<file path="src/include/hfl_pkg.sv">
package hfl_pkg;
  // command codes; bit 7 set marks a write
  localparam logic [7:0] CMD_WR_BIT = 8'h80;
  localparam logic [7:0] CMD_FR_RD = 8'h0E;
  localparam logic [7:0] CMD_FN_RD = 8'h0F;
  localparam logic [7:0] CMD_LSC_RD = 8'h11;
  localparam logic [7:0] CMD_LSC_WR = 8'h91;
  localparam logic [7:0] CMD_HUB_DA_WR = 8'h92;
  localparam logic [7:0] CMD_HUB_DB_WR = 8'h93;
  localparam logic [7:0] CMD_HUB_ST_WR = 8'h94;
  localparam logic [7:0] CMD_HUB_P1_WR = 8'h95;
  localparam logic [7:0] CMD_HUB_P2_WR = 8'h96;
  // field layouts and reset values
  localparam int FN_W = 16;
  localparam int FR_W = 14;
  localparam int LSC_W = 11;
  localparam logic [LSC_W-1:0] LSC_RST = 11'h628;
  localparam logic [FN_W-1:0] FN_RST = 16'h0000;
  localparam logic [FR_W-1:0] FR_RST = 14'h0000;
  // bit-time enable: full-speed 12 MHz derived from 50 MHz by a phase accumulator
  localparam int SYS_CLK_KHZ = 50000;
  localparam int BIT_RATE_KHZ = 12000;
  localparam logic [15:0] BIT_ACC_STEP = 16'(BIT_RATE_KHZ);
  localparam logic [15:0] BIT_ACC_WRAP = 16'(SYS_CLK_KHZ);
  localparam logic [15:0] BIT_ACC_RST = 16'h0000;

  // one register command from the driver
  typedef struct packed {
    logic valid;
    logic [7:0] code;
    logic dword;
    logic [31:0] wdata;
  } hfl_cmd_t;

  // hub register write forwarded to the root hub block
  typedef struct packed {
    logic valid;
    logic [2:0] sel;
    logic [31:0] data;
  } hfl_hub_wr_t;
endpackage

</file>
<file path="src/logic/hfl_frame_ctrl.sv">
`timescale 1ns/1ps
// Behaviour
// RULE1: frame count advances at each frame reload
// RULE2: frame count wraps FFFF to zero freely
// RULE3: entering running bumps frame count once
// RULE4: post count to shared area before descriptors
// RULE5: raise frame-start flag after the post
// RULE6: low-speed start only if bits-left >= cutoff
// RULE7: cutoff is eleven bits wide
// RULE8: cutoff stays fixed while running
// RULE9: driver computes cutoff including overheads
// RULE10: cutoff read 0x11, written 0x91
// RULE11: hub registers take whole dword accesses only
// RULE12: driver writes hub registers at initialisation
// RULE13: hub descriptors writable in every state
// RULE14: hub status registers writable while running
// RULE15: bits-left decrements per bit, reloads at zero
// RULE16: cutoff resets to 0x628, upper bits zero
module hfl_frame_ctrl (
  input wire logic CLK_SYS,
  input wire logic RST_N,
  input wire hfl_pkg::hfl_cmd_t CMD, // register command, valid for one cycle
  output logic [31:0] RD_DATA, // read answer data
  output logic RD_VALID, // one-cycle pulse with read answer
  input wire logic RUN_STATE, // controller is in running state
  input wire logic [hfl_pkg::FR_W-1:0] FRAME_INTERVAL, // interval value to reload
  output logic SOF_REQ, // request to send the start-of-frame token
  input wire logic SOF_DONE, // token sent
  output logic POST_REQ, // request to write count to shared area
  output logic [hfl_pkg::FN_W-1:0] POST_DATA, // count to be written
  input wire logic POST_ACK, // shared area write finished
  output logic FRAME_START_SET, // one-cycle pulse setting the frame-start flag
  output logic ED_FETCH_OK, // descriptor fetch allowed in this frame
  input wire logic LS_QUERY, // scheduler asks to start a low-speed transaction
  output logic LS_START_OK, // low-speed transaction may start
  output hfl_pkg::hfl_hub_wr_t HUB_WR // accepted hub register write
);
  // frame start sequence states
  typedef enum logic [1:0] {
    ST_IDLE = 2'b00,
    ST_SOF = 2'b01,
    ST_POST = 2'b10,
    ST_FLAG = 2'b11
  } hfl_state_t;

  logic run_q, run_d; // previous running level for entry detect
  logic run_enter; // pulse on entry to running state
  logic [hfl_pkg::FR_W-1:0] bits_left_in_frame;
  logic [hfl_pkg::FN_W-1:0] frame_count_field;
  logic frame_boundary;
  hfl_state_t st_q, st_d;
  logic [hfl_pkg::FN_W-1:0] post_q, post_d; // captured count for the post
  logic sf_q, sf_d; // frame-start flag set pulse
  logic [hfl_pkg::LSC_W-1:0] lowspeed_cutoff_q, lowspeed_cutoff_d;
  logic [31:0] rd_q, rd_d;
  logic rdv_q, rdv_d;
  hfl_pkg::hfl_hub_wr_t hub_q, hub_d;
  logic hub_ok; // decoded hub write is permitted

  // true when the code is one of the hub register write codes
  function automatic logic is_hub_wr(input logic [7:0] code);
    is_hub_wr = (code >= hfl_pkg::CMD_HUB_DA_WR) && (code <= hfl_pkg::CMD_HUB_P2_WR);
  endfunction

  // frame counter and bits-left counter
  hfl_frame_timer u_timer (
    .clk(CLK_SYS),
    .rst_n(RST_N),
    .run_enter(run_enter),
    .running(RUN_STATE),
    .frame_interval_value(FRAME_INTERVAL),
    .bits_left_in_frame(bits_left_in_frame),
    .frame_count_field(frame_count_field),
    .frame_boundary(frame_boundary)
  );

  assign run_enter = RUN_STATE && !run_q;

  // frame start sequence: token, post count, then flag
  always_comb begin
    st_d = st_q;
    post_d = post_q;
    sf_d = 1'b0;
    run_d = RUN_STATE;
    case (st_q)
      ST_IDLE: begin
        // new frame: capture the freshly advanced count
        if (frame_boundary) begin
          post_d = frame_count_field;
          st_d = ST_SOF;
        end
      end
      ST_SOF: begin
        // wait for the token to go out
        if (SOF_DONE) begin
          st_d = ST_POST;
        end
      end
      ST_POST: begin
        // count is written before any descriptor fetch
        if (POST_ACK) begin
          st_d = ST_FLAG; // RULE4
        end
      end
      ST_FLAG: begin
        // written: set the frame-start flag
        sf_d = 1'b1; // RULE5
        st_d = ST_IDLE;
      end
      default: begin
        st_d = ST_IDLE;
      end
    endcase
    if (!RUN_STATE) begin
      // leaving running abandons a sequence still waiting on the token or the post
      st_d = ST_IDLE;
    end
  end

  // sequence registers
  always_ff @(posedge CLK_SYS) begin
    if (!RST_N) begin
      st_q <= ST_IDLE;
      post_q <= hfl_pkg::FN_RST;
      sf_q <= 1'b0;
      run_q <= 1'b0;
    end else begin
      st_q <= st_d;
      post_q <= post_d;
      sf_q <= sf_d;
      run_q <= run_d;
    end
  end

  // hub writes: descriptors always, status only while running, dword only
  always_comb begin
    if (!CMD.dword) begin
      hub_ok = 1'b0; // RULE11
    end else if (CMD.code == hfl_pkg::CMD_HUB_DA_WR || CMD.code == hfl_pkg::CMD_HUB_DB_WR) begin
      hub_ok = 1'b1; // RULE13
    end else begin
      hub_ok = RUN_STATE; // RULE14
    end
  end

  // register command decode and readback
  always_comb begin
    lowspeed_cutoff_d = lowspeed_cutoff_q;
    rd_d = rd_q;
    rdv_d = 1'b0;
    hub_d = '0;
    if (CMD.valid) begin
      if ((CMD.code & hfl_pkg::CMD_WR_BIT) == 8'h00) begin
        // read: answer next cycle, unmapped codes read zero
        rdv_d = 1'b1;
        case (CMD.code)
          hfl_pkg::CMD_FR_RD: rd_d = {18'h00000, bits_left_in_frame};
          hfl_pkg::CMD_FN_RD: rd_d = {16'h0000, frame_count_field};
          hfl_pkg::CMD_LSC_RD: rd_d = {21'h000000, lowspeed_cutoff_q}; // RULE10 RULE16
          default: rd_d = 32'h00000000;
        endcase
      end else if (CMD.code == hfl_pkg::CMD_LSC_WR) begin
        // cutoff is set up before running and frozen during it
        if (!RUN_STATE) begin
          lowspeed_cutoff_d = CMD.wdata[hfl_pkg::LSC_W-1:0]; // RULE7 RULE8 RULE10
        end
      end else if (is_hub_wr(CMD.code) && hub_ok) begin
        // forward accepted hub write to the root hub block
        hub_d.valid = 1'b1;
        hub_d.sel = 3'(CMD.code - hfl_pkg::CMD_HUB_DA_WR);
        hub_d.data = CMD.wdata;
      end
    end
  end

  // command registers
  always_ff @(posedge CLK_SYS) begin
    if (!RST_N) begin
      lowspeed_cutoff_q <= hfl_pkg::LSC_RST; // RULE16
      rd_q <= 32'h00000000;
      rdv_q <= 1'b0;
      hub_q <= '0;
    end else begin
      lowspeed_cutoff_q <= lowspeed_cutoff_d;
      rd_q <= rd_d;
      rdv_q <= rdv_d;
      hub_q <= hub_d;
    end
  end

  assign RD_DATA = rd_q;
  assign RD_VALID = rdv_q;
  assign SOF_REQ = (st_q == ST_SOF);
  assign POST_REQ = (st_q == ST_POST);
  assign POST_DATA = post_q;
  assign FRAME_START_SET = sf_q;
  // the entry cycle already counts as a new frame, so no fetch before its post
  assign ED_FETCH_OK = RUN_STATE && !run_enter && (st_q == ST_IDLE) && !frame_boundary; // RULE4
  // low-speed admission against the cutoff
  assign LS_START_OK = LS_QUERY && RUN_STATE && (bits_left_in_frame >= {3'b000, lowspeed_cutoff_q}); // RULE6
  assign HUB_WR = hub_q;
endmodule

</file>
<file path="src/logic/hfl_frame_timer.sv">
`timescale 1ns/1ps
// bit-time tick, bits-left-in-frame down counter and frame count
module hfl_frame_timer (
  input wire logic clk,
  input wire logic rst_n,
  input wire logic run_enter, // one-cycle pulse on entry to running state
  input wire logic running, // controller is in running state
  input wire logic [hfl_pkg::FR_W-1:0] frame_interval_value,
  output logic [hfl_pkg::FR_W-1:0] bits_left_in_frame,
  output logic [hfl_pkg::FN_W-1:0] frame_count_field,
  output logic frame_boundary // one-cycle pulse when the frame count advances
);
  logic [15:0] acc_q, acc_d; // phase accumulator for the bit tick
  logic tick_q, tick_d; // one-cycle bit-time enable
  logic [hfl_pkg::FR_W-1:0] fr_q, fr_d;
  logic [hfl_pkg::FN_W-1:0] fn_q, fn_d;
  logic bnd_q, bnd_d;
  logic [16:0] acc_sum; // one bit wider to catch the wrap

  // next-state for divider and counters
  always_comb begin
    acc_sum = {1'b0, acc_q} + {1'b0, hfl_pkg::BIT_ACC_STEP};
    if (acc_sum >= {1'b0, hfl_pkg::BIT_ACC_WRAP}) begin
      acc_d = 16'(acc_sum - {1'b0, hfl_pkg::BIT_ACC_WRAP});
      tick_d = 1'b1;
    end else begin
      acc_d = acc_sum[15:0];
      tick_d = 1'b0;
    end
    fr_d = fr_q;
    fn_d = fn_q;
    bnd_d = 1'b0;
    if (run_enter) begin
      // entering running reloads the interval and bumps the count once
      fr_d = frame_interval_value;
      fn_d = fn_q + 16'h0001; // RULE3
      bnd_d = 1'b1;
    end else if (running && tick_q) begin
      if (fr_q == hfl_pkg::FR_RST) begin
        // zero reached: reload at this bit boundary, which is the frame boundary
        fr_d = frame_interval_value; // RULE15
        fn_d = fn_q + 16'h0001; // RULE1 RULE2
        bnd_d = 1'b1;
      end else begin
        fr_d = fr_q - 14'h0001; // RULE15
      end
    end
  end

  // register stage
  always_ff @(posedge clk) begin
    if (!rst_n) begin
      acc_q <= hfl_pkg::BIT_ACC_RST;
      tick_q <= 1'b0;
      fr_q <= hfl_pkg::FR_RST;
      fn_q <= hfl_pkg::FN_RST;
      bnd_q <= 1'b0;
    end else begin
      acc_q <= acc_d;
      tick_q <= tick_d;
      fr_q <= fr_d;
      fn_q <= fn_d;
      bnd_q <= bnd_d;
    end
  end

  assign bits_left_in_frame = fr_q;
  assign frame_count_field = fn_q;
  assign frame_boundary = bnd_q;
endmodule
</file>
<file path="config.mk">
export PLATFORM = sky130hd
export DESIGN_NAME = hfl_frame_ctrl
export DESIGN_NICKNAME = d
export VERILOG_FILES = /design/src/include/hfl_pkg.sv /design/src/logic/hfl_frame_ctrl.sv /design/src/logic/hfl_frame_timer.sv
export SDC_FILE = /design/constraint.sdc
export NUM_CORES = 1
export LEC_CHECK = 0
export ABC_CLOCK_PERIOD_IN_PS = 3000
export CAP_MARGIN = 25
export CORE_MARGIN = 1.5
export CORE_UTILIZATION = 60
export DETAILED_ROUTE_END_ITERATION = 6
export DONT_BUFFER_PORTS = 1
export MAX_ROUTING_LAYER = met4
export PLACE_DENSITY = 0.76
export SYNTH_ARGS = -nofsm -noshare
export SYNTH_HDL_FRONTEND = slang
export SYNTH_SLANG_ARGS = --single-unit
</file>
<file path="constraint.sdc">
create_clock -name CLK_SYS -period 3 [get_ports CLK_SYS]
set_input_delay 0.45 -clock CLK_SYS [delete_from_list [all_inputs] [get_ports CLK_SYS]]
set_output_delay 0.45 -clock CLK_SYS [all_outputs]
set_load 0.005 [all_outputs]
</file>
==> results of run 1 <==
==> synthesized netlist by cell type, types with 3 or more instances <==
cell type	instances	area, um^2
o21ai_0	30	150
nand4b_1	4	35.0
o21a_1	3	22.5
and2_1	44	275
xnor2_1	17	149
and3_1	3	18.8
mux2i_1	9	90.1
nor3_2	4	40.0
clkbuf_1	27	101
nor2b_1	10	62.6
ha_1	23	288
nand2b_1	6	37.5
a211oi_1	8	60.1
o211ai_1	4	30.0
inv_1	32	120
a21oi_1	65	325
buf_2	4	20.0
nor3_1	9	45.0
xor2_1	4	35.0
a22oi_1	20	150
nand3_1	19	95.1
nand4_1	8	50.1
o22ai_1	3	18.8
nand2_1	73	274
buf_4	16	120
a31oi_1	4	25.0
nor2_1	80	300
dfxtp_1	128	2560
nor4_1	5	31.3
or3_1	7	43.8
==> layout make-up <==
class                      instances  area [um^2]  area share
sequential                       128         2560       0.387
timing repair buffer              12          105      0.0159
tap                              133          166      0.0251
clock inverter                    14          166      0.0251
multi-input combinational        514         3070       0.464
clock buffer                      18          428      0.0647
inverter                          32          120      0.0181
==> critical path: stages, from the launching register on <==
cell and delay [ns]:
dfxtp_1 0.47, ha_1 0.29, nor2b_1 0.13, o21a_1 0.16, o21a_1 0.16, o21ai_0 0.15, nand2b_1 0.08, a211oi_1 0.23
o21ai_0 0.19
==> cell families after synthesis <==
kind of cell,count (synthesis),share of synthesized area
flops,128,0.430
mux,9,0.0151
fa+ha+maj,23,0.0483
other cells,1,0.000629
simple gates,282,0.237
compound gates,163,0.173
buf+inv,82,0.0651
xor+xnor,21,0.0309
==> per-layer routing <==
layer  routed length, um  track usage
met1                6350        0.361
met2                6980        0.458
met3                1080       0.0800
met4                 182        0.100
met5                   0            -
==> metrics by stage <==
| step | cell area [um^2] | setup slack [ns] | power (W) |
|---|---|---|---|
| 2_1_floorplan | 6010 | 0.584 | 0.00284 |
| 3_3_place_gp | 6010 | 0.427 | 0.00301 |
| 3_5_place_dp | 6010 | 0.319 | 0.00304 |
| 4_1_cts | 6620 | 0.178 | 0.00509 |
| 5_1_grt | 6620 | 0.0255 | 0.00534 |
| 6_report | 6620 | 0.138 | 0.00510 |
==> registers in the layout (all words and copies together) (netlist names) <==
| name | flops |
|---|---|
| POST_DATA | 16 |
| u_timer.bits_left_in_frame | 14 |
| HUB_WR | 36 |
| u_timer.frame_count_field | 16 |
| u_timer.frame_boundary | 1 |
| FRAME_START_SET | 1 |
| RD_VALID | 1 |
| run_q | 1 |
| lowspeed_cutoff_q | 11 |
| u_timer.acc_q | 12 |
| st_q | 2 |
| u_timer.tick_q | 1 |
| RD_DATA | 16 |
==> final timing paths <==
check | start | endpoint | slack [ns]
hold / removal | RST_N | lowspeed_cutoff_q[5]$_SDFFE_PN1P_ | 0.02
setup reg to reg | u_timer.acc_q[5]$_SDFF_PN0_ | u_timer.acc_q[11]$_SDFF_PN0_ | 0.27
setup / recovery | u_timer.bits_left_in_frame[1]$_SDFFE_PN0P_ | LS_START_OK | 0.14
hold reg to reg | RD_DATA[15]$_SDFFE_PN0P_ | RD_DATA[15]$_SDFFE_PN0P_ | 0.48
==> power by group through the flow <==
stage | clock network [W] | registers (W) | logic (W)
finish | 0.00206 | 0.00197 | 0.00106
global route | 0.00216 | 0.00199 | 0.00119
CTS | 0.00208 | 0.00197 | 0.00105
floorplan | 0 | 0.00193 | 0.000916
global placement | 0 | 0.00200 | 0.00102
detailed placement | 0 | 0.00200 | 0.00104
==> repair_timing <==
item,CTS,global route
hold buffers,1,0
hold endpoints to repair,1,0
buffers inserted,0,0
==> reports/results.txt, run 1 <==
Drt drc -> 0
Synth Cell Area -> 5960 um^2
Max IR drop VDD -> 0.000413 V
Leak pwr -> 2.46 nW
Die footprint -> 10,500 um^2
Layout cell share with drive strength beyond 1 -> 0.0850
Share of power burned in registers -> 0.387
DRT Pass-1 Iters -> 5
Vias -> 4,933
Tmin final -> 2.86 ns
Power per cell area -> 770 nW/um^2
Final hold violation count -> 0
TritonCTS clock tree -> yes
Max-slew violation count -> 0
Status -> finished, final reports clean
Initial antenna violation count -> 0
HPWL after DPL -> 10,400 um
FILL cells -> 796
R2R cell count -> 9
Synth Register Bits -> 128
Core area -> 9680 um^2
Initial core utilization -> 0.615
Clk pwr share -> 0.405
FP Rows -> 36
Final Cycle Share -> 0.954
Clock latency on the worst-skew pair -> 0.52 ns
Final Wtd Congestion -> 0.912
Crit path DAT -> 2.41 ns
Vias/cell -> 5.80
TritonCTS Buffers -> 17
Final setup violation count -> 0
Async SR Flop Fraction -> 0
Die Ht -> 103 um
Worst min path class -> in -> reg
H-tree Lvls -> 4
EDFF count, synth -> 0
Antenna fix cells -> 0
Clk slew on worst S/H paths -> 0.06 ns
Wire per inst -> 17.1 um
Initial DRC Count -> 266
Ys flop type -> dfxtp_1
Required @ worst endpoint -> 2.55 ns
Vias in the first global route -> 4,651
Netlist cell types -> 63
Number of placed I/O pins -> 152
Post-Syn Instances -> 709
YS warnings -> 0
Hold_ws -> 0.0188 ns
Net load switching power -> 0.00163 W
Die W -> 103 um
Post-Layout Cell Count -> 851
Commonest non-fill, non-tap cell in the layout -> dfxtp_1
Most frequent cells in the layout -> 128 x dfxtp_1, 80 x nor2_1, 73 x nand2_1
Post-CTS sizing -> 0
Total Nets Final -> 790
Hold Crit Depth -> 1
# Max-Cap Violations -> 0
CP Class -> reg -> out
Syn-to-layout area delta -> 11.1%
Global-route wire length before repair -> 22,800 um
Fin util -> 0.683
Switching Share -> 0.321
Average cell area after synthesis -> 8.40 um^2
Crit start category -> register
Grt ovf -> 0
Unrepaired setup endpoints after global routing -> no
CTS sink cnt -> 128
Clock Path Buffers -> 2
Seq/Total Area, Yosys -> 0.430
Worst-Margin Slew -> 0.717 ns
CP endpoint kind -> primary output
Pint -> 0.00346 W
Root Buffer -> clkbuf_8
Clock Skew -> 0.0110 ns
Gate power share -> 0.208
Detail Route Antenna Nets -> 0
Gr usage total -> 0.291
Cells after DPL -> 818
WL final -> 14,600 um
F_max -> 0.349 GHz
Largest net degree at the start of global routing -> 40
Slew HR -> 0.521
Port Buffers -> 0
Final setup TNS -> 0 ns
Critical path peak fanout -> 6
Note: power is estimated with default switching activity, not from simulation.
==> run 2, diff against run 1 <==
--- a/config.mk
+++ b/config.mk
@@ -8,11 +8,10 @@
 export ABC_CLOCK_PERIOD_IN_PS = 3000
 export CAP_MARGIN = 25
 export CORE_MARGIN = 1.5
-export CORE_UTILIZATION = 60
+export CORE_UTILIZATION = 40
 export DETAILED_ROUTE_END_ITERATION = 6
 export DONT_BUFFER_PORTS = 1
 export MAX_ROUTING_LAYER = met4
-export PLACE_DENSITY = 0.76
 export SYNTH_ARGS = -nofsm -noshare
 export SYNTH_HDL_FRONTEND = slang
 export SYNTH_SLANG_ARGS = --single-unit
==> run 2 against run 1 <==
Sequential power about the same; largest cell class unchanged; register-to-register slack improved by 0.03 ns; global-route usage decreased by 8.8 points; clock power increased by 2%; setup slack improved by 0.16 ns; worst hold slack improved by 0.091 ns; critical path type is now reg -> reg; sequential share of layout area decreased by 0.37 points; first-iteration DRC count increased by 37%; power increased by 0.80%.
==> reports/results.txt, run 2 (synthesis results as in run 1) <==
Status -> finished, final reports clean
TritonCTS clock tree -> yes
DRT Pass-1 Iters -> 5
R2R cell count -> 9
Detail Route Antenna Nets -> 0
TritonCTS Buffers -> 17
Crit path cell chain -> inv_1 -> ha_1 -> nor2b_1 -> or3_1 -> nand4_1 -> nand3_1 -> o32a_2 -> a31o_2 -> a21oi_1
Final hold violation count -> 0
Tmin final -> 2.70 ns
Power per cell area -> 769 nW/um^2
Leak pwr -> 2.47 nW
Largest stage delay on the critical path -> 0.55 ns
Hold Crit Depth -> 1
Unrepaired setup endpoints after global routing -> no
FP Rows -> 44
Vias/cell -> 5.45
Worst hold endpoint -> HUB_WR[33]$_SDFF_PP0_
Clock latency on the worst-skew pair -> 0.41 ns
# Max-Cap Violations -> 0
Max-slew violation count -> 0
Drt drc -> 0
Tot Pwr -> 0.00514 W
Critical path peak fanout -> 15
FF-to-FF End -> u_timer.acc_q[11]$_SDFF_PN0_
Final setup violation count -> 0
Largest register FFs -> 36
Root Buffer -> clkbuf_16
Initial core utilization -> 0.410
Crit path DAT -> 3.05 ns
Commonest non-fill, non-tap cell in the layout -> dfxtp_1
Busiest grt layer -> met2
Port Buffers -> 0
Cells after DPL -> 870
Die footprint -> 15,600 um^2
Worst min path class -> in -> reg
Vias in the first global route -> 4,575
WL final -> 15,200 um
Dpl ws -> 0.318 ns
Setup slack, reg-to-reg -> 0.30 ns
Max IR drop VDD -> 0.000420 V
Met1 Track Usage GR -> 0.247
Fin worst setup slack -> 0.296 ns
Post-Layout Cell Count -> 902
Grt ovf -> 0
Die Ht -> 125 um
Setup Buffers After CTS -> 0
CP endpoint kind -> register
Post-DP Area -> 6070 um^2
Die W -> 125 um
Initial antenna violation count -> 0
Clock Skew -> 0.00820 ns
Final Wtd Congestion -> 0.977
Worst min-delay path startpoint -> CMD[34]
Core area -> 14,500 um^2
Final non-filler cell area -> 6680 um^2
F_max -> 0.370 GHz
Clk slew on worst S/H paths -> 0.06 ns
CTS sink cnt -> 128
Global-route wire length before repair -> 24,500 um
Crit path buf inv count -> 1
H-tree Lvls -> 4
Worst-Margin Slew -> 0.709 ns
Syn-to-layout area delta -> 12.2%
CP delay by family, top -> compound AO/OA/AOI/OAI gates
Layout cell share with drive strength beyond 1 -> 0.0850
Slowest cell on crit path -> o32a_2
Vias -> 4,912
Antenna fix cells -> 0
Number of placed I/O pins -> 152
Largest net degree at the start of global routing -> 38
HPWL after DPL -> 11,200 um
Wire per inst -> 16.9 um
Total Nets Final -> 790
Met2 Use GR -> 0.316
Required @ worst endpoint -> 3.35 ns
Slew HR -> 0.527
Crit start category -> register
GR Util met3 -> 0.0668
Gr usage total -> 0.203
Final setup TNS -> 0 ns
Post-CTS sizing -> 0
Reg-to-Reg Start -> u_timer.acc_q[5]$_SDFF_PN0_
Initial DRC Count -> 365
CP Class -> reg -> reg
Clock Path Buffers -> 2
Most frequent cells in the layout -> 128 x dfxtp_1, 80 x nor2_1, 73 x nand2_1
CTS Hold Buffers Added -> 0
Final Cycle Share -> 0.901
run 2: changes by cell type in the layout (fill, tap and decap cells not counted), sizes merged:
cell and change:
clkinv +3, inv -3, buf +1, bufinv +1, clkinvlp -1, dlygate4sd3 -1
run 2: routing by layer:
layer / vias up / share of wire
met5: - / 0
met4: 0 / 0.015
met1: 2305 / 0.43
met3: 17 / 0.081
li1: 2412 / -
met2: 178 / 0.47
run 2: worst max path at each step:
| stage | slack, ns | to | from | depth (start not counted) |
|---|---|---|---|---|
| 2_1_floorplan | 0.58 | u_timer.acc_q[9]$_SDFF_PN0_ | u_timer.acc_q[5]$_SDFF_PN0_ | 9 |
| 3_3_place_gp | 0.38 | u_timer.acc_q[11]$_SDFF_PN0_ | u_timer.acc_q[5]$_SDFF_PN0_ | 9 |
| 3_5_place_dp | 0.32 | u_timer.acc_q[11]$_SDFF_PN0_ | u_timer.acc_q[5]$_SDFF_PN0_ | 9 |
| 4_1_cts | 0.30 | u_timer.acc_q[11]$_SDFF_PN0_ | u_timer.acc_q[5]$_SDFF_PN0_ | 9 |
| 5_1_grt | 0.08 | u_timer.acc_q[11]$_SDFF_PN0_ | u_timer.acc_q[5]$_SDFF_PN0_ | 9 |
| 6_report | 0.30 | u_timer.acc_q[11]$_SDFF_PN0_ | u_timer.acc_q[5]$_SDFF_PN0_ | 9 |
run 2: power by group:
group	internal, W	switching, W	leakage, nW
logic	0.000425	0.000629	1.14
registers	0.00180	0.000170	1.04
clock network	0.00132	0.000793	0.292
run 2: cell type report:
cell class,count,area (um^2)
clock buffer,18,429
multi-input combinational,514,3070
tap,184,230
clock inverter,14,180
sequential,128,2560
timing repair buffer,12,90.1
inverter,32,120
fill,1428,7850
run 2: metrics by stage:
step                 util  hold slack, ns
finish              0.460           0.110
global route        0.460          0.0880
CTS                 0.460          0.0892
detailed placement  0.418           0.480
global placement    0.418           0.470
floorplan               -           0.448
run 2: worst register-to-register path, stage by stage (launching register included):
cell and delay, ns:
dfxtp_1 0.45, inv_1 0.10, ha_1 0.26, nor2b_1 0.18
or3_1 0.36, nand4_1 0.16, nand3_1 0.17, o32a_2 0.55
a31o_2 0.29, a21oi_1 0.11
==> run 3, diff against run 2 <==
--- a/config.mk
+++ b/config.mk
@@ -8,10 +8,11 @@
 export ABC_CLOCK_PERIOD_IN_PS = 3000
 export CAP_MARGIN = 25
 export CORE_MARGIN = 1.5
-export CORE_UTILIZATION = 40
+export CORE_UTILIZATION = 63
 export DETAILED_ROUTE_END_ITERATION = 6
 export DONT_BUFFER_PORTS = 1
 export MAX_ROUTING_LAYER = met4
+export PLACE_DENSITY = 0.79
 export SYNTH_ARGS = -nofsm -noshare
 export SYNTH_HDL_FRONTEND = slang
 export SYNTH_SLANG_ARGS = --single-unit
==> run 3 against run 2 <==
Clock skew about the same; final cell count fell by 8.2%; largest cell class unchanged; critical path type is now reg -> out; via count fell by 0.31%.
==> reports/results.txt, run 3 (synthesis results as in run 1) <==
Status -> finished, final reports clean
Initial antenna violation count -> 0
Clock Skew -> 0.00797 ns
H-tree Lvls -> 4
Clk slew on worst S/H paths -> 0.07 ns
Worst min path class -> in -> reg
Critical path peak fanout -> 3
Total Nets Final -> 789
Crit start category -> register
Worst-Margin Slew -> 0.693 ns
Initial core utilization -> 0.648
Final Wtd Congestion -> 0.913
Register area -> 2560 um^2
Final setup violation count -> 0
TritonCTS Buffers -> 17
Required @ worst endpoint -> 2.55 ns
DRT Pass-1 Iters -> 5
Layout cell share with drive strength beyond 1 -> 0.0851
Unrepaired setup endpoints after global routing -> no
Area of the multi-input gates -> 3070 um^2
Final hold violation count -> 0
Antenna fix cells -> 0
Crit path buf inv count -> 1
Detail Route Antenna Nets -> 0
Root Buffer -> clkbuf_8
CP delay by family, top -> compound AO/OA/AOI/OAI gates
CTS sink cnt -> 128
Vias/cell -> 5.91
# Max-Cap Violations -> 0
Slowest cell on crit path -> dfxtp_1
Fin worst setup slack -> 0.162 ns
FP Rows -> 35
Setup Buffers After CTS -> 0
Crit path cell chain -> inv_1 -> ha_1 -> nor2b_1 -> o21a_1 -> o21a_1 -> o21ai_0 -> nand2b_1 -> a211oi_1 -> o21ai_0
Global-route wire length before repair -> 22,900 um
Power per cell area -> 760 nW/um^2
Most frequent cells in the layout -> 127 x dfxtp_1, 80 x nor2_1, 73 x nand2_1
Slew HR -> 0.538
Tmin final -> 2.84 ns
HPWL after DPL -> 10,100 um
Dpl ws -> 0.334 ns
Number of placed I/O pins -> 152
Clock latency on the worst-skew pair -> 0.53 ns
WL final -> 14,300 um
Leak pwr -> 2.43 nW
Core area -> 9200 um^2
Syn-to-layout area delta -> 9.70%
Grt ovf -> 0
CP Class -> reg -> out
Crit path DAT -> 2.39 ns
Largest net degree at the start of global routing -> 63
Final Cycle Share -> 0.946
Port Buffers -> 0
Largest register FFs -> 36
Drt drc -> 0
Max IR drop VDD -> 0.000449 V
F_max -> 0.352 GHz
Wire per inst -> 17.2 um
Commonest non-fill, non-tap cell in the layout -> dfxtp_1
Clock Path Buffers -> 2
Die W -> 100 um
Initial DRC Count -> 232
Vias in the first global route -> 4,550
Vias -> 4,897
TritonCTS clock tree -> yes
Gr usage total -> 0.298
CP endpoint kind -> primary output
FILL cells -> 748
Largest stage delay on the critical path -> 0.37 ns
Die Ht -> 100 um
Final setup TNS -> 0 ns
Die footprint -> 10,100 um^2
Max-slew violation count -> 0
-- run 3: cell types whose count changed in the layout (fill, tap and decap cells not counted), sizes merged --
cell         change
clkinv           -2
dlygate4sd3      +1
clkinvlp         +2
inv              +4
clkbuf           -1
bufinv           -3
buf              -2
-- run 3: path summary, 6_finish.rpt --
path	start	endpoint	slack [ns]	cells after the start
setup reg to reg	u_timer.acc_q[5]$_SDFF_PN0_	u_timer.acc_q[11]$_SDFF_PN0_	0.27	9
hold reg to reg	POST_DATA[4]$_SDFFE_PN0P_	POST_DATA[4]$_SDFFE_PN0P_	0.48	2
hold / removal	RST_N	lowspeed_cutoff_q[3]$_SDFFE_PN1P_	0.03	1
setup / recovery	lowspeed_cutoff_q[1]$_SDFFE_PN0P_	LS_START_OK	0.16	9
-- run 3: per-stage QoR --
stage	utilization	area (um^2)	cells	hold WS, ns	power (W)
final	0.711	6540	828	0.0305	0.00497
after global routing	0.711	6540	828	0.0167	0.00520
after CTS	0.711	6540	828	0.00943	0.00496
after detailed placement	0.649	5970	795	0.476	0.00304
after global placement	0.649	5970	795	0.470	0.00300
after floorplan	-	6010	724	0.448	0.00284
-- run 3: area by class of cell --
class,count,area share
tap,111,0.0212
clock buffer,17,0.0634
timing repair buffer,11,0.0130
clock inverter,15,0.0220
inverter,32,0.0184
sequential,128,0.392
multi-input combinational,514,0.470
-- run 3: per-layer routing --
layer,vias up,track usage,part of all wire
li1,2406,-,-
met1,2263,0.377,0.44
met2,205,0.470,0.47
met3,23,0.0662,0.080
met4,0,0.108,0.013
met5,-,-,0
-- run 3: power by group --
group          internal [W]  total, W  leakage [nW]  switching [W]
Sequential          0.00180   0.00197          1.04       0.000172
Clock               0.00106   0.00194         0.263       0.000880
Combinational      0.000426   0.00106          1.13       0.000633
Total               0.00328   0.00497          2.43        0.00168
-- run 3: what timing repair did --
action,4_1_cts,5_1_grt
setup endpoints to repair,0,1
hold buffers,1,0
hold endpoints to repair,1,0
resized for setup,0,1
